File: src/mrx_regs.vh
// register offsets, field positions, reset values for the rx config block
// assumes a 32-bit classic wishbone slave, byte addresses, word aligned
`ifndef MRX_REGS_VH
`define MRX_REGS_VH
`define MRX_ADR_UC_SET 8'h00
`define MRX_ADR_UC_CLR 8'h04
`define MRX_ADR_MAXLEN 8'h08
`define MRX_ADR_BUFOFS 8'h0C
`define MRX_ADR_LOTHR 8'h10
`define MRX_ADR_IRQ_STAT 8'h14
`define MRX_ADR_IRQ_MASK 8'h18
`define MRX_ADR_FRM_STAT 8'h1C
`define MRX_MAXLEN_RST 16'h05EE
`define MRX_BUFOFS_RST 16'h0000
`define MRX_LOTHR_RST 8'h00
`define MRX_UC_RST 8'h00
`define MRX_NCHAN 8
`define MRX_IRQ_LONG 0
`define MRX_IRQ_OVER 1
`define MRX_IRQ_JAB 2
`define MRX_IRQ_DROP 3
`define MRX_IRQ_W 4
`endif

File: src/mrx_rx_frame_cfg.v
// rx frame configuration registers: unicast enables, max length,
// buffer offset, low priority filter threshold, event interrupts
// assumes a classic wishbone master and same-clock frame reports
//
// Summary of operation
// - writing one clears that channel's unicast enable
// - writing zero to clear leaves enable unchanged
// - sixteen-bit max frame length, resets to 1518
// - byte count above max marks long frame
// - long frame without errors is oversized
// - long frame with crc/code/align error is jabber
// - buffer offset copied into start-of-packet descriptor
// - data starts after offset skipped bytes
// - one buffer offset shared by all channels
// - eight-bit free buffer filter threshold held
// - threshold compared with each channel free count
// - set register writes one to enable channel
`include "mrx_regs.vh"
module mrx_rx_frame_cfg (
  // clock and reset
  input wire core_clk,
  input wire rst_b,
  // wishbone slave
  input wire wb_cyc_i,
  input wire wb_stb_i,
  input wire wb_we_i,
  input wire [7:0] wb_adr_i,
  input wire [3:0] wb_sel_i,
  input wire [31:0] wb_dat_i,
  output reg [31:0] wb_dat_o,
  output reg wb_ack_o,
  output wire wb_err_o,
  // frame end report from the receive path
  input wire frmDone,
  input wire [15:0] frmByteCount,
  input wire frmCrcErr,
  input wire frmCodeErr,
  input wire frmAlignErr,
  input wire frmLowPriority,
  input wire [2:0] frmChannel,
  // per-channel free buffer counts, channel n in bits 16n+15:16n
  input wire [127:0] chanFreeBufferCount,
  // descriptor start-of-packet write
  input wire sopDescReq,
  output reg [15:0] sopBufferOffset_r,
  output reg sopDescValid_r,
  // configuration outputs
  output wire [7:0] unicastEnable,
  output wire [15:0] rxMaxFrameLength,
  output wire [15:0] rxBufferStartOffset,
  output reg [7:0] lowPriorityDrop_r,
  // frame classification
  output wire longFrame,
  output wire oversizeFrame,
  output wire jabberFrame,
  output reg frameDropped_r,
  // interrupt
  output wire irq
);
  // register storage
  reg [7:0] ucEn_r;
  reg [15:0] maxLen_r;
  reg [15:0] bufOfs_r;
  reg [7:0] loThr_r;
  reg [`MRX_IRQ_W-1:0] irqStat_r;
  reg [`MRX_IRQ_W-1:0] irqMask_r;

  // event collection and read path
  reg [`MRX_IRQ_W-1:0] evt;
  reg [31:0] rdData;
  reg adrHit;

  // bus slave state, one-hot
  reg [1:0] busState_r;
  reg [1:0] busState_nxt;

  // request qualifiers
  wire req;
  wire wrEn;
  wire rdEn;
  wire wrLane0;
  wire wrLane1;

  // address decode
  wire hitUcSet;
  wire hitUcClr;
  wire hitMaxLen;
  wire hitBufOfs;
  wire hitLoThr;
  wire hitIrqStat;
  wire hitIrqMask;
  wire hitFrmStat;

  // classification, threshold compare, pending interrupts
  wire classValid;
  wire [7:0] belowThr;
  wire [`MRX_IRQ_W-1:0] irqPend;
  genvar g;

  localparam [1:0] BUS_IDLE = 2'b01;
  localparam [1:0] BUS_ACK = 2'b10;
  localparam [7:0] UC_RST = `MRX_UC_RST;

  // one wait state: a request is taken in idle and answered from the
  // ack state, which always returns to idle so that ack is a pulse
  always @* begin
    busState_nxt = busState_r;
    case (busState_r)
      BUS_IDLE: begin
        if (wb_cyc_i && wb_stb_i) begin
          busState_nxt = BUS_ACK;
        end
      end
      BUS_ACK: begin
        busState_nxt = BUS_IDLE;
      end
      default: begin
        busState_nxt = BUS_IDLE;
      end
    endcase
  end

  always @(posedge core_clk or negedge rst_b) begin
    if (!rst_b) begin
      busState_r <= BUS_IDLE;
    end else begin
      busState_r <= busState_nxt;
    end
  end

  // a write lands at the edge where the master sees ack, so address and
  // data are taken while the master is still bound to hold them
  assign req = wb_cyc_i & wb_stb_i & (busState_r == BUS_IDLE);
  assign wrEn = wb_cyc_i & wb_stb_i & wb_we_i & (busState_r == BUS_ACK);
  assign rdEn = req & ~wb_we_i;
  assign wrLane0 = wrEn & wb_sel_i[0];
  assign wrLane1 = wrEn & wb_sel_i[1];
  // unmapped reads return zero with a normal ack; err never raised
  assign wb_err_o = 1'b0;

  assign hitUcSet = (wb_adr_i == `MRX_ADR_UC_SET);
  assign hitUcClr = (wb_adr_i == `MRX_ADR_UC_CLR);
  assign hitMaxLen = (wb_adr_i == `MRX_ADR_MAXLEN);
  assign hitBufOfs = (wb_adr_i == `MRX_ADR_BUFOFS);
  assign hitLoThr = (wb_adr_i == `MRX_ADR_LOTHR);
  assign hitIrqStat = (wb_adr_i == `MRX_ADR_IRQ_STAT);
  assign hitIrqMask = (wb_adr_i == `MRX_ADR_IRQ_MASK);
  assign hitFrmStat = (wb_adr_i == `MRX_ADR_FRM_STAT);

  // per-channel unicast enables: a one on the set address raises the
  // enable, a one on the clear address drops it, a zero does nothing;
  // set and clear are distinct addresses so they never meet
  generate
    for (g = 0; g < `MRX_NCHAN; g = g + 1) begin : gUc
      always @(posedge core_clk or negedge rst_b) begin
        if (!rst_b) begin
          ucEn_r[g] <= UC_RST[g];
        end else if (wrLane0 && hitUcSet && wb_dat_i[g]) begin
          ucEn_r[g] <= 1'b1;
        end else if (wrLane0 && hitUcClr && wb_dat_i[g]) begin
          ucEn_r[g] <= 1'b0;
        end
      end
    end
  endgenerate
  assign unicastEnable = ucEn_r;

  // maximum frame length; reserved upper half is not stored
  always @(posedge core_clk or negedge rst_b) begin
    if (!rst_b) begin
      maxLen_r <= `MRX_MAXLEN_RST;
    end else if (hitMaxLen) begin
      if (wrLane0) begin
        maxLen_r[7:0] <= wb_dat_i[7:0];
      end
      if (wrLane1) begin
        maxLen_r[15:8] <= wb_dat_i[15:8];
      end
    end
  end
  assign rxMaxFrameLength = maxLen_r;

  // one buffer offset for every channel, so no per-channel copy
  always @(posedge core_clk or negedge rst_b) begin
    if (!rst_b) begin
      bufOfs_r <= `MRX_BUFOFS_RST;
    end else if (hitBufOfs) begin
      if (wrLane0) begin
        bufOfs_r[7:0] <= wb_dat_i[7:0];
      end
      if (wrLane1) begin
        bufOfs_r[15:8] <= wb_dat_i[15:8];
      end
    end
  end
  assign rxBufferStartOffset = bufOfs_r;

  // low priority filter threshold, one byte
  always @(posedge core_clk or negedge rst_b) begin
    if (!rst_b) begin
      loThr_r <= `MRX_LOTHR_RST;
    end else if (hitLoThr && wrLane0) begin
      loThr_r <= wb_dat_i[7:0];
    end
  end

  // interrupt mask, same layout as the status bits
  always @(posedge core_clk or negedge rst_b) begin
    if (!rst_b) begin
      irqMask_r <= {`MRX_IRQ_W{1'b0}};
    end else if (hitIrqMask && wrLane0) begin
      irqMask_r <= wb_dat_i[`MRX_IRQ_W-1:0];
    end
  end

  mrx_frame_class uClass (
    .core_clk(core_clk),
    .rst_b(rst_b),
    .frmDone(frmDone),
    .frmByteCount(frmByteCount),
    .frmCrcErr(frmCrcErr),
    .frmCodeErr(frmCodeErr),
    .frmAlignErr(frmAlignErr),
    .maxLen(maxLen_r),
    .classValid_r(classValid),
    .longFrame_r(longFrame),
    .oversizeFrame_r(oversizeFrame),
    .jabberFrame_r(jabberFrame)
  );

  // a threshold of zero never filters, since no count is below zero;
  // each channel's compare result is also kept for software to read
  generate
    for (g = 0; g < `MRX_NCHAN; g = g + 1) begin : gThr
      assign belowThr[g] =
        chanFreeBufferCount[16*g+15:16*g] < {8'h00, loThr_r};
      always @(posedge core_clk or negedge rst_b) begin
        if (!rst_b) begin
          lowPriorityDrop_r[g] <= 1'b0;
        end else begin
          lowPriorityDrop_r[g] <= belowThr[g];
        end
      end
    end
  endgenerate

  // the drop decision uses the live compare of the frame's own channel
  always @(posedge core_clk or negedge rst_b) begin
    if (!rst_b) begin
      frameDropped_r <= 1'b0;
    end else begin
      frameDropped_r <= frmDone & frmLowPriority & belowThr[frmChannel];
    end
  end

  // offset goes out unchanged; the dma skips that many bytes so that
  // zero puts data at byte one and fifteen at byte sixteen
  always @(posedge core_clk or negedge rst_b) begin
    if (!rst_b) begin
      sopBufferOffset_r <= 16'h0000;
      sopDescValid_r <= 1'b0;
    end else begin
      sopDescValid_r <= sopDescReq;
      if (sopDescReq) begin
        sopBufferOffset_r <= bufOfs_r;
      end
    end
  end

  // classification pulses count only with the classifier's valid
  always @* begin
    evt = {`MRX_IRQ_W{1'b0}};
    if (classValid) begin
      evt[`MRX_IRQ_LONG] = longFrame;
      evt[`MRX_IRQ_OVER] = oversizeFrame;
      evt[`MRX_IRQ_JAB] = jabberFrame;
    end
    evt[`MRX_IRQ_DROP] = frameDropped_r;
  end

  // sticky events; a new event wins over a write-one-to-clear so that
  // an event landing during the clear is never lost
  generate
    for (g = 0; g < `MRX_IRQ_W; g = g + 1) begin : gIrq
      always @(posedge core_clk or negedge rst_b) begin
        if (!rst_b) begin
          irqStat_r[g] <= 1'b0;
        end else if (evt[g]) begin
          irqStat_r[g] <= 1'b1;
        end else if (wrLane0 && hitIrqStat && wb_dat_i[g]) begin
          irqStat_r[g] <= 1'b0;
        end
      end
    end
  endgenerate
  assign irqPend = irqStat_r & irqMask_r;
  assign irq = |irqPend;

  // read mux; reserved upper bits are zero
  always @* begin
    rdData = 32'h00000000;
    adrHit = 1'b1;
    if (hitUcSet || hitUcClr) begin
      rdData[7:0] = ucEn_r;
    end else if (hitMaxLen) begin
      rdData[15:0] = maxLen_r;
    end else if (hitBufOfs) begin
      rdData[15:0] = bufOfs_r;
    end else if (hitLoThr) begin
      rdData[7:0] = loThr_r;
    end else if (hitIrqStat) begin
      rdData[`MRX_IRQ_W-1:0] = irqStat_r;
    end else if (hitIrqMask) begin
      rdData[`MRX_IRQ_W-1:0] = irqMask_r;
    end else if (hitFrmStat) begin
      rdData[7:0] = lowPriorityDrop_r;
    end else begin
      adrHit = 1'b0;
    end
  end

  // ack follows the request by one cycle; read data is captured with it
  // and then holds until the next read
  always @(posedge core_clk or negedge rst_b) begin
    if (!rst_b) begin
      wb_ack_o <= 1'b0;
      wb_dat_o <= 32'h00000000;
    end else begin
      wb_ack_o <= req;
      if (rdEn) begin
        wb_dat_o <= adrHit ? rdData : 32'h00000000;
      end
    end
  end
endmodule // mrx_rx_frame_cfg

File: src/mrx_frame_class.v
// classifies one received frame against the maximum length
// assumes frame status inputs are synchronous to core_clk
`include "mrx_regs.vh"
module mrx_frame_class (
  // clock and reset
  input wire core_clk,
  input wire rst_b,
  // frame end report
  input wire frmDone,
  input wire [15:0] frmByteCount,
  input wire frmCrcErr,
  input wire frmCodeErr,
  input wire frmAlignErr,
  input wire [15:0] maxLen,
  // result
  output reg classValid_r,
  output reg longFrame_r,
  output reg oversizeFrame_r,
  output reg jabberFrame_r
);
  wire isLong;
  wire anyErr;
  assign isLong = frmByteCount > maxLen;
  assign anyErr = frmCrcErr | frmCodeErr | frmAlignErr;
  always @(posedge core_clk or negedge rst_b) begin
    if (!rst_b) begin
      classValid_r <= 1'b0;
      longFrame_r <= 1'b0;
      oversizeFrame_r <= 1'b0;
      jabberFrame_r <= 1'b0;
    end else begin
      classValid_r <= frmDone;
      longFrame_r <= frmDone & isLong;
      oversizeFrame_r <= frmDone & isLong & ~anyErr;
      jabberFrame_r <= frmDone & isLong & anyErr;
    end
  end
endmodule // mrx_frame_class

File: config.mk
export PLATFORM = sky130hd
export DESIGN_NAME = mrx_rx_frame_cfg
export DESIGN_NICKNAME = d
export VERILOG_FILES = /design/src/mrx_rx_frame_cfg.v /design/src/mrx_frame_class.v
export VERILOG_INCLUDE_DIRS = /design/src /design/src/src
export SDC_FILE = /design/constraint.sdc
export NUM_CORES = 1
export LEC_CHECK = 0
export BUFFER_PORTS_ARGS = -buffer_cell sky130_fd_sc_hd__clkbuf_2
export CAP_MARGIN = 40
export CELL_PAD_IN_SITES_DETAIL_PLACEMENT = 1
export CELL_PAD_IN_SITES_GLOBAL_PLACEMENT = 1
export CORE_ASPECT_RATIO = 0.9
export CORE_MARGIN = 4
export CORE_UTILIZATION = 37
export DETAILED_ROUTE_END_ITERATION = 8
export PLACE_DENSITY_LB_ADDON = 0.1
export SLEW_MARGIN = 25
export SYNTH_ARGS = -nofsm -noshare
export SYNTH_HDL_FRONTEND = slang
export SYNTH_HIERARCHICAL = 1
export SYNTH_SLANG_ARGS = --single-unit
export TNS_END_PERCENT = 10
File: constraint.sdc
create_clock -name core_clk -period 6.45 [get_ports core_clk]
set_input_delay 0.645 -clock core_clk [delete_from_list [all_inputs] [get_ports core_clk]]
set_output_delay 0.645 -clock core_clk [all_outputs]
set_load 0.03 [all_outputs]
== Word level (Yosys, flattened, before mapping) ==
Index checks and enable logic that the tools add are counted.
Widths: inputs -> output; s select.

* Register bits after elaboration: 121
* Bits of input ports: 202
* Output and inout port bits: 104
* Word-level logic and storage cells: 166

* Order comparisons: 10
* Eq/ne operators: 10
* Muxes and demuxes: 48
* Bitwise logic cells: 17
* Reduce and logical (&&, ||, !) cells: 45

{| class="wikitable"
|+ Operators with widths
! kind !! number
|-
| $lt 16x8->1 || 8
|-
| $mux 8 || 6
|-
| $eq 8x5->1 const B || 4
|-
| $mux 1 || 32
|-
| $mux 16 || 2
|-
| $logic_and 1x1->1 || 26
|-
| $reduce_bool 2->1 || 12
|-
| $eq 8x4->1 const B || 2
|-
| $gt 16x16->1 || 1
|-
| $mux 4 || 4
|-
| $and 1x1->1 || 12
|-
| $eq 8x3->1 const B || 1
|-
| $logic_not 8->1 || 1
|-
| $reduce_and 2->1 || 4
|-
| $and 4x4->4 || 1
|-
| $lt 3x4->1 const B || 1
|-
| $mux 2 || 2
|-
| $reduce_or 4->1 || 1
|-
| $bmux 1 s3 || 1
|-
| $mux 3 || 1
|-
| $eq 2x1->1 const B || 1
|-
| $eq 2x2->1 const B || 1
|-
| $ne 2x2->1 const B || 1
|-
| $not 1->1 || 2
|-
| 2 further kinds || 3
|}

== Depth between registers and ports, before layout ==
Gate-level depths: netlist of run 1.

* Depth in word-level cells: 9
* Mapped depth: 9
* Gate-level depth less buffers: 8

== By module ==
The synthesis of run 1 kept the hierarchy.

{| class="wikitable"
|+ By module, submodules not included
! module !! instances !! cells each !! area each (sq um) !! seq. area each (sq um)
|-
| mrx_rx_frame_cfg || 1 || 504 || 5748.0 || 2538.7
|-
| mrx_frame_class || 1 || 64 || 536.8 || 100.1
|}

== Worst setup path before layout of run 1 ==
Ideal clock, no wire load.

* Path type: in2reg
* Start point: input port chanFreeBufferCount[55]
* End point: register frameDropped_r
* Setup time: 0.101 ns
* Arrival time: 2.206 ns
* Setup slack: 4.143 ns
* Cell stages on the path: 7
* Buffers on the path: 0
* Path through: ha_1 or4_4 a2111oi_4 o211ai_1 a21oi_2 a2111oi_0 nor4_1

* Cells in the longest elaborated chain, start to end: 4

{| class="wikitable"
|+ Ends and longest elaborated chain
! item !! RTL line !! RTL
|-
| from (decl) || mrx_rx_frame_cfg.v:42 || <nowiki>input wire [127:0] chanFreeBufferCount,</nowiki>
|-
| $lt 16x8->1 || mrx_rx_frame_cfg.v:236 || <nowiki>chanFreeBufferCount[16*g+15:16*g] < {8'h00, loThr_r};</nowiki>
|-
| net belowThr[3] || mrx_rx_frame_cfg.v:96 || <nowiki>wire [7:0] belowThr;</nowiki>
|-
| $bmux 1 s3 || mrx_rx_frame_cfg.v:252 || <nowiki>frameDropped_r <= frmDone & frmLowPriority & belowThr[frmChannel];</nowiki>
|-
| $mux 1 (implied by the code) || mrx_rx_frame_cfg.v:252 ||
|-
| $and 1x1->1 || mrx_rx_frame_cfg.v:252 ||
|-
| to (signal assigned) || mrx_rx_frame_cfg.v:252 ||
|-
| to (decl) || mrx_rx_frame_cfg.v:56 || <nowiki>output reg frameDropped_r,</nowiki>
|}

The timed path passes the listed nets, and every way through them passes these cells. The select of a mux whose other input is x is not followed.
A chain may end at the register's enable or synchronous reset.

== Worst setup path in the final report of run 1 ==
* Start point: register loThr_r[7]
* End point: register frameDropped_r

* Cells in the longest elaborated chain, start to end: 4
* Elaborated cells between the ends (all ways): 11
* Those cells by class: order compare (8); mux (2); bitwise (1)

{| class="wikitable"
|+ Ends and longest elaborated chain
! item !! RTL line !! RTL
|-
| from (decl) || mrx_rx_frame_cfg.v:64 || <nowiki>reg [7:0] loThr_r;</nowiki>
|-
| from (signal assigned) || mrx_rx_frame_cfg.v:201 || <nowiki>loThr_r <= `MRX_LOTHR_RST;</nowiki>
|-
| from (signal assigned) || mrx_rx_frame_cfg.v:203 || <nowiki>loThr_r <= wb_dat_i[7:0];</nowiki>
|-
| $lt 16x8->1 || mrx_rx_frame_cfg.v:236 ||
|-
| net belowThr[2] || mrx_rx_frame_cfg.v:96 ||
|-
| $bmux 1 s3 || mrx_rx_frame_cfg.v:252 ||
|-
| $mux 1 (implied by the code) || mrx_rx_frame_cfg.v:252 ||
|-
| $and 1x1->1 || mrx_rx_frame_cfg.v:252 ||
|}

The timed path passes the listed nets, and every way through them passes these cells. The select of a mux whose other input is x is not followed.

==> impl_results.md, run 1 <==
- CTS sink cnt: 105
- Clk buf depth: 2
- Leakage power: about 0.0041 uW
- DRC: 0
- Drt wl/cell: 21.3 um
- Synth area leader: dfrtp_1
- Top Ports: 306
- First-pass GRT wire length: between 30000 and 40000 um
- Hold_buf cts: 0
- Chip Height: 132 um
- Tot Pwr: between 1000 and 1500 uW
- Int Pwr: 1020 uW
- Total congestion overflow: 0
- TritonCTS clock tree: done
- Sequential cell area fraction in the yosys report: a little over two fifths
- Main combinational cell family by area after synthesis: compound AO/OA/AOI/OAI gates
- Yosys top cell area share: approximately two fifths
- Reg2Reg Setup Slack: 3.66 ns
- Die X: 145 um
- # diodes: 0
- Clk_lat worst skew: 0.36 ns
- Skew final: 0.00912 ns
- Crit path capture type: flip-flop
- Postcts setup bufs: 0
- Root Buffer: clkbuf_16
- Filler cell count: around 1900
- Synth area leaders: dfrtp_1 (38%), ha_1 (14%), mux2_1 (7.2%)
- Sequential power share: between 40 and 50%
- M1 WL: around 9400 um
- Drt pass-1 iters: 4
- Reg2Reg Depth: 8
- Initial drt markers: ~250
- Hold Path Class: in -> async
- Post-cts repair resize count: 0
- Post-synth EDFFs: 0
- Simple-Gate Fraction of Synth Area: 11.6%
- Max Used Layer: met4
- Layout cells sized above 1: 39.9%
- Pwr dens: 169 nW/um^2
- Num rows: 44
- Synth Area in Compound Gates: 14.7%
- Post-synthesis adder-cell area fraction: between 10% and 20%
- Switching power share of the total: 26.0%
- GRT Total Usage: 23.1%
- Synth Instances: 568
- Largest net degree at the start of global routing: 55
- Vias in the first global route: approximately 6200
- CP arrival: ~3 ns
- Area Overhead vs Synth: 29.2%
- Metal2 WL: 11000 um
- Post-route antenna net violation count: 0
- Kind of critical path: reg -> reg
- # H-tree levels: 3
- WP data required: 6.69 ns
- Fin crit period: 2.79 ns
- Met3 routed WL: 1540 um
- Initial Util: 38.3%
- Ys flop type: dfrtp_1
- Setup TNS: 0 ns
- Measured slew at the worst slew-check pin: roughly 0.64 ns
- Post-synthesis mux area share: 12.7%
- Hpwl dp: ~19000 um
- Via count: 5758
- Worst VDD drop: about 0.12 mV
- Synth async-reset ratio: 100%
- Tcrit/Tclk final: 43.3%
- Final Setup Violations: 0
- P_sw: 357 uW
- PortBufs: 270
- Post-synthesis xor/xnor area fraction: 0%
- Max-cap violations: 0
- Drt total wl: 22400 um
- Post-Syn Area: 6280 um^2
- Startpoint Class: flip-flop
- Max Fclk: 358 MHz
- Seq cells post-synth: between 100 and 150
- Syn. warnings: 6
- Clk slew on worst S/H paths: 0.07 ns
- Die area: ~19000 um^2
- Syn Area/Cell: approximately 11 um^2
- Core Region: 16400 um^2
- CP Max Fanout: 8
- RSZ-0062 raised after global routing: false
- Relative slew slack: 56.9%
- Final Hold Fails: 0
- Final Net Count: 1114
- RR Startpoint: loThr_r[7]
- Clock network fraction of total power: 38.0%
- Reg2reg end: frameDropped_r
- Comb power frac: between 10 and 15%
- Vias per inst: ~5.5
- Outcome: completed
- Initial antenna violation count: 0
- Cts bufs inserted: 9
- Final GP Congestion: 0.818
- Synth cell types: 57
- Final slew viol count: 0
==> stage by stage <==
stage | hold slack (ns) | std cells | utilization, % | instance area [um^2] | setup WS [ns]
6_report | 0.211 | 1052 | 49.5 | 8120 | 3.66
5_1_grt | 0.233 | 1052 | 49.5 | 8120 | 3.45
4_1_cts | 0.224 | 1051 | 49.4 | 8110 | 3.67
3_5_place_dp | 0.484 | 1035 | 47.7 | 7820 | 3.61
3_3_place_gp | 0.470 | 1033 | 47.5 | 7790 | 3.30
2_1_floorplan | 0.349 | 584 | - | 6340 | 4.14
==> placed cells by master (no fill, tap or decap), types with 8 or more instances in the layout <==
cell type  netlist  layout
clkbuf_2         0     269
dfrtp_1         96      96
ha_1            72      72
nand2_1         44      44
mux2_1          40      40
a21oi_1         26      26
inv_1           25      25
nor2_1          21      21
mux2_2          20      20
nor3_1          19      19
conb_1           1      17
a211oi_1        16      16
o21ai_1         12      12
a22oi_1         12      12
a22o_1          11      11
nand3_1         10      10
o211ai_1        10      10
a31oi_1          9       9
dfstp_2          9       9
clkbuf_16        0       9
nor4_1           8       8
mux2i_1          8       8
==> critical path, cell delays in order (launching register included) <==
cell       delay [ns]
dfrtp_1          0.37
inv_1            0.21
ha_1             0.26
or4_1            0.55
a2111oi_2        0.37
o211ai_1         0.14
a21oi_1          0.37
a2111oi_0        0.19
nor4_1           0.22
==> flip-flops by register name, summed over array words and instances (netlist names) <==
register	cells
wb_ack_o	1
sopDescValid_r	1
uClass/oversizeFrame_r	1
rxBufferStartOffset	16
frameDropped_r	1
uClass/classValid_r	1
wb_dat_o	16
busState_r	2
irqStat_r	4
rxMaxFrameLength	16
unicastEnable	8
loThr_r	8
irqMask_r	4
lowPriorityDrop_r	8
sopBufferOffset_r	16
uClass/jabberFrame_r	1
uClass/longFrame_r	1
==> cell families after synthesis <==
group	Yosys count
DFF	105
buffers and inverters	57
muxes	70
adders and majority gates	72
AOI/OAI and AO/OA	127
other	1
and+or+nand+nor	136
==> worst max path at each step <==
stage                                 start                 endpoint  slack [ns]  cells after the start
finish                           loThr_r[7]           frameDropped_r        3.66                      8
floorplan           chanFreeBufferCount[55]           frameDropped_r        4.14                      7
CTS                              loThr_r[7]           frameDropped_r        3.67                      8
detailed placement  chanFreeBufferCount[39]           frameDropped_r        3.61                      8
global route                     loThr_r[7]           frameDropped_r        3.45                      8
global placement                wb_adr_i[5]  rxBufferStartOffset[10]        3.30                      6
==> layer usage <==
metal / up-vias / track usage (%)
li1: 2656 / -
met1: 2857 / 29.3
met2: 216 / 39.0
met3: 29 / 6.61
met4: 0 / 5.96
met5: - / 0
==> power by group through the flow <==
| stage | clock network, uW | registers [uW] | logic (uW) |
|---|---|---|---|
| after global placement | 0 | 679 | 174 |
| after CTS | 535 | 667 | 187 |
| after global routing | 563 | 668 | 209 |
| after detailed placement | 0 | 680 | 187 |
| after floorplan | 0 | 683 | 84.7 |
| final | 522 | 667 | 186 |
==> synth_stat cells (6+ instances only) <==
master	n
o21ai_1	12
mux2_1	40
nand4_1	6
mux2_2	20
o21ai_0	6
dfstp_2	9
dfrtp_1	96
ha_1	72
mux2i_1	8
a31oi_1	9
o211ai_1	10
nand3_1	10
clkbuf_1	7
nor4_1	8
nor3_1	19
nor2_1	21
inv_1	25
a22o_1	11
a211oi_1	16
nand2_1	44
buf_4	18
a22oi_1	12
a21oi_1	26
==> final cells by class <==
type                       instances  area, um^2  share of cell area, %
inverter                          27         101                   1.25
clock buffer                      11         243                   2.99
tap                              207         259                   3.19
sequential                       105        2640                   32.5
timing repair buffer             275        1420                   17.4
clock inverter                     5        41.3                  0.509
multi-input combinational        422        3420                   42.1
Note: power is estimated with default switching activity, not from simulation.
==> run 2: changes to the inputs <==
Settings changed: CORE_UTILIZATION 37 to 35.
Clock period 6.45 ns to 2.62 ns, I/O delays scaled along.
==> impl_results.md, run 2 (same netlist as run 1, synthesis figures left out) <==
- Outcome: completed
- Reg2Reg Setup Slack: 0.12 ns
- GRT Total Usage: between 20% and 30%
- Vias in the first global route: 6440
- Chip Height: 135 um
- Setup slack after layout: 0.120 ns
- Startpoint Class: flip-flop
- Root Buffer: clkbuf_16
- First-pass GRT wire length: between 30000 and 40000 um
- TritonCTS clock tree: done
- Fin crit period: 2.50 ns
- Tcrit/Tclk final: 95.4%
- Cell repeated most along the worst path: buf_4
- Commonest non-fill, non-tap cell in the layout: clkbuf_2
- Worst path top cell family by delay: simple AND/OR/NAND/NOR gates
- Util after Layout: between 40% and 50%
- WHS Endpoint: rxMaxFrameLength[11]
- CTS sink cnt: 105
- Hold Path Class: in -> reg
- Final Net Count: 1127
- Num rows: 46
- Most frequent cells in the layout: clkbuf_2 (269), dfrtp_1 (96), ha_1 (72)
- Largest net degree at the start of global routing: 52
- Hold Crit Start: wb_dat_i[11]
- Cts bufs inserted: 9
- CP Cell Sequence: clkinvlp_4, buf_4, buf_4, ha_1, nand2_1, nor3_1, a211oi_2, or4b_1, o2111ai_1, nor4_1
- DRC: 0
- Final slew viol count: 0
- Area after DPL: 7900 um^2
- Max-cap violations: 0
- Vias per inst: about 5.2
- Clk buf depth: 2
- Initial Util: between 30% and 40%
- RR Startpoint: loThr_r[7]
- Initial drt markers: 186
- Die area: between 20000 and 25000 um^2
- Layout cells sized above 1: 41.7%
- Drt pass-1 iters: 4
- Post-Layout Inst Area: just over 8000 um^2
- Area Overhead vs Synth: 32.0%
- Final GP Congestion: 0.835
- Pwr dens: 414 nW/um^2
- Core Region: 17600 um^2
- PortBufs: 270
- CP Max Fanout: 4
- Total congestion overflow: 0
- Measured slew at the worst slew-check pin: 0.624 ns
- Clk_lat worst skew: around 0.36 ns
- Top Ports: 306
- Kind of critical path: reg -> reg
- Die X: 149 um
- Worst VDD drop: 0.263 mV
- Reg2Reg Depth: 10
- CP peak stage delay: 0.48 ns
- Initial antenna violation count: 0
- Worst slack, placed: 0.0154 ns
- Leakage power: 0.00420 uW
- Register area: 2640 um^2
- # diodes: 0
- Final Setup Violations: 0
- Slowest CP cell: or4b_1
- Crit path capture type: flip-flop
- Worst path bufs/invs: 3
- Final Hold Fails: 0
- Post-route antenna net violation count: 0
- WP data required: 2.83 ns
- Filler cell count: 2047
- Reg2reg end: frameDropped_r
- Drt total wl: 22800 um
- Clk slew on worst S/H paths: 0.08 ns
- Hpwl dp: 19000 um
- # H-tree levels: 3
- WHS Path Cells: 2
- Skew final: 0.0108 ns
- Drt wl/cell: 20.8 um
- Via count: 5712
- Setup TNS: 0 ns
- CP arrival: 2.71 ns
- Multi-input combinational cell area: roughly 3500 um^2
- Max Fclk: 400 MHz
- Relative slew slack: 58.4%
## run 2: cell types whose count changed in the layout (fill, tap and decap cells not counted), sizes merged
cell	delta
buf	+12
inv	+2
clkbuf	-1
clkinv	-1
dlygate4sd3	+1
## run 2: through the flow
step / hold slack [ns] / instances / total power (uW)
final: 0.136 / 1098 / 3430
after global routing: 0.123 / 1098 / 3590
after CTS: 0.126 / 1092 / 3470
after detailed placement: 0.232 / 1074 / 2140
after global placement: 0.225 / 1074 / 2120
after floorplan: -0.0336 / 584 / 1890
## run 2: layout make-up
type	instances	area share, %
multi-input cells	422	41.7
flip-flops and latches	105	31.8
repair buffers	288	18.1
well taps	240	3.62
clock buffers	10	2.88
inverters	27	1.27
clock inverters	6	0.573
## run 2: worst max-delay path by stage
| stage | cells past startpoint | endpoint | slack, ns | start |
|---|---|---|---|---|
| 2_1_floorplan | 8 | frameDropped_r | 0.49 | loThr_r[7] |
| 3_3_place_gp | 8 | frameDropped_r | 0.13 | loThr_r[7] |
| 3_5_place_dp | 9 | frameDropped_r | 0.02 | loThr_r[7] |
| 4_1_cts | 9 | frameDropped_r | 0.0003 | loThr_r[7] |
| 5_1_grt | 8 | frameDropped_r | -0.08 | loThr_r[7] |
| 6_report | 10 | frameDropped_r | 0.12 | loThr_r[7] |
## run 2: power breakdown
part           switching, uW  total, uW  internal (uW)
clock                    637       1320            682
sequential              10.3       1640           1630
combinational            269        467            199
## run 2: timing repair
| action | in CTS | in global routing |
|---|---|---|
| hold buffers | 1 | 0 |
| endpoints found under the setup margin | 1 | 1 |
| endpoints found under the hold margin | 28 | 0 |
| gates resized for setup | 2 | 8 |
| pin swaps | 0 | 6 |
| setup buffers | 1 | 6 |
## run 2: per-layer routing
metal | up-vias | global-route usage [%] | share of wire (%)
met1 | 2804 | 28.4 | 41
met4 | 0 | 5.13 | 1.3
met3 | 18 | 5.13 | 6.5
met2 | 201 | 40.4 | 51
met5 | - | 0 | 0
li1 | 2689 | - | -
==> run 3: changes to the inputs <==
Settings changed: ABC_AREA set to 1, BUFFER_PORTS_ARGS -buffer_cell sky130_fd_sc_hd__clkbuf_2 to unset, CORE_UTILIZATION 35 to 45, DONT_BUFFER_PORTS set to 1.
==> impl_results.md, run 3 <==
- Failing checks: hold timing
- Die X: ~140 um
- Chip Height: 124 um
- Post-synth EDFFs: 0
- Clk buf depth: 2
- Startpoint Class: flip-flop
- Largest net degree at the start of global routing: about 110
- DRC: 0
- Main combinational cell family by area after synthesis: simple AND/OR/NAND/NOR gates
- Initial antenna violation count: 0
- Synth area leaders: dfrtp_1 (36%), nand2_1 (13%), ha_1 (13%)
- Post-synthesis adder-cell area fraction: 13.4%
- Final Net Count: 1119
- Die area: 17000 um^2
- Worst path bufs/invs: 1
- Final Hold Fails: 105
- Pwr dens: 482 nW/um^2
- Layout cells sized above 1: 8.24%
- Sequential cell area fraction in the yosys report: 39.2%
- Clock network fraction of total power: a little over two fifths
- Via count: 5759
- Worst path top cell family by delay: flip-flops
- Worst VDD drop: 0.336 mV
- Final slew viol count: 0
- Core Region: approximately 15000 um^2
- Post-route antenna net violation count: 0
- CP peak stage delay: approximately 0.68 ns
- Max-cap violations: 0
- Slowest CP cell: dfstp_2
- Initial Util: 45.9%
- Final GP Congestion: about 0.86
- Post-synthesis mux area share: 1.34%
- CP Cell Sequence: inv_1, ha_1, nand2_1, nor2_2, nand4_1, o21a_1, nand2_2, nor2_1
- Synth Instances: 845
- Vias in the first global route: 6151
- Most frequent cells in the layout: nand2_1 (241), dfrtp_1 (96), inv_1 (94)
- Worst slack, placed: 0.608 ns
- Measured slew at the worst slew-check pin: around 0.8 ns
- Area Overhead vs Synth: 6.57%
- Switching power share of the total: between 20% and 30%
- Drt pass-1 iters: 5
- # diodes: 0
- Outcome: finished, violations left
- Top Ports: slightly above 300
- CP arrival: 2.31 ns
- Relative slew slack: 45.2%
- Clk slew on worst S/H paths: about 0.07 ns
- Max Fclk: 481 MHz
- CP Max Fanout: 4
- Post-Layout Inst Area: 7170 um^2
- Total congestion overflow: 0
- Count leader, synth: nand2_1
- RSZ-0062 raised after global routing: false
- Skew final: 0.00468 ns
- Initial drt markers: 345
- Seq cells post-synth: 105
- Num rows: 42
- Sequential power share: 48.8%
- Leakage power: roughly 0.0035 uW
- First-pass GRT wire length: 32800 um
- Syn. warnings: 6
- GRT Total Usage: 25.0%
- Postcts setup bufs: 0
- Hold Worst Slack: -0.395 ns
- Tcrit/Tclk final: 79.4%
- Cts bufs inserted: 9
- Yosys top cell area share: 35.7%
- Vias per inst: roughly 5.5
- Setup TNS: 0 ns
- TritonCTS clock tree: done
- Simple-Gate Fraction of Synth Area: 24.8%
- Synth async-reset ratio: 100%
- Tot Pwr: 3450 uW
- CTS sink cnt: approximately 110
- Synth cell types: 37
- WP data required: approximately 2.9 ns
- Comb power frac: 8.6%
- Hold Path Class: in -> async
- Clk_lat worst skew: around 0.34 ns
- Kind of critical path: reg -> reg
- Commonest non-fill, non-tap cell in the layout: nand2_1
- Area after DPL: 6810 um^2
- Commonest cells in the netlist: nand2_1 (241), dfrtp_1 (96), inv_1 (94)
- Post-synthesis xor/xnor area fraction: 0%
- Final Setup Violations: 0
- Syn Area/Cell: 7.96 um^2
- Fin crit period: 2.08 ns
- Int Pwr: 2640 uW
- Drt total wl: 21700 um
- PortBufs: 0
- Hpwl dp: between 15000 and 20000 um
- Ys flop type: dfrtp_1
- Synth area leader: dfrtp_1
- Drt wl/cell: ~21 um
- Crit path capture type: flip-flop
- P_sw: just over 800 uW
- Setup slack after layout: 0.540 ns
- Synth Area in Compound Gates: 12.0%
- # H-tree levels: 3
- Root Buffer: clkbuf_16
- Post-Syn Area: 6720 um^2
==> run 3: cell count changes in the layout (fill, tap and decap cells not counted), moves of 30 or more <==
cell / delta
clkbuf_2: -269
inv_1: +70
mux2_1: -40
nand2_1: +197
nor2_1: +46
o21ai_0: +30
o21ai_1: +30
==> run 3: logic make-up (layout without fill, tap and decap cells) <==
| kind of cell | Yosys count | after routing |
|---|---|---|
| muxes | 8 | 8 |
| buffers and inverters | 133 | 122 |
| adders and majority gates | 72 | 72 |
| AOI/OAI and AO/OA | 149 | 149 |
| DFF | 105 | 105 |
| other | 1 | 17 |
| and+or+nand+nor | 377 | 377 |
==> run 3: power groups by stage <==
stage          Sequential [uW]  Combinational (uW)  Clock [uW]
2_1_floorplan             1710                 247           0
5_1_grt                   1690                 340        1560
3_3_place_gp              1720                 266           0
4_1_cts                   1690                 297        1500
6_report                  1680                 298        1470
3_5_place_dp              1720                 291           0
==> run 3: final timing paths <==
check | slack [ns] | depth (start not counted) | endpoint | startpoint
min in group core_clk | 0.01 | 1 | sopBufferOffset_r[11] | sopDescReq
max reg2reg | 0.54 | 8 | uClass/jabberFrame_r | rxMaxFrameLength[7]
max | 0.54 | 8 | uClass/jabberFrame_r | rxMaxFrameLength[7]
min reg2reg | 0.49 | 2 | irqMask_r[3] | irqMask_r[3]
min | -0.40 | 0 | unicastEnable[5] | rst_b
max in group asynchronous | 2.76 | 0 | rxMaxFrameLength[10] | rst_b
==> run 3: stage by stage <==
stage | instances | util, %
after floorplan | 861 | -
after global placement | 1029 | 46.5
after detailed placement | 1029 | 46.5
after CTS | 1047 | 48.8
after global routing | 1048 | 48.9
final | 1048 | 48.9
==> run 3: layout make-up <==
| class | instances | area [um^2] |
|---|---|---|
| inverters | 101 | 379 |
| well taps | 198 | 248 |
| clock buffers | 14 | 264 |
| flip-flops and latches | 105 | 2640 |
| repair buffers | 5 | 45.0 |
| multi-input cells | 623 | 3530 |
| fillers | 1813 | 7500 |
| clock inverters | 2 | 60.1 |
==> run 3: worst reg2reg max path: stages, from the launching register on <==
cell and delay, ns:
dfstp_2 0.68, inv_1 0.09, ha_1 0.33, nand2_1 0.10, nor2_2 0.15, nand4_1 0.23
o21a_1 0.26, nand2_2 0.09, nor2_1 0.04
==> run 3: timing repair <==
item | CTS | global route
endpoints found under the hold margin | 113 | 106
gates resized for setup | 0 | 0
hold buffers | 2 | 1
==> run 3: per-layer routing <==
metal	vias to the layer above	global-route usage (%)	wire length, um
met5	-	0	0
met4	0	5.05	286
met3	22	7.55	1860
met2	219	42.6	10600
met1	2802	31.8	8960
li1	2716	-	-
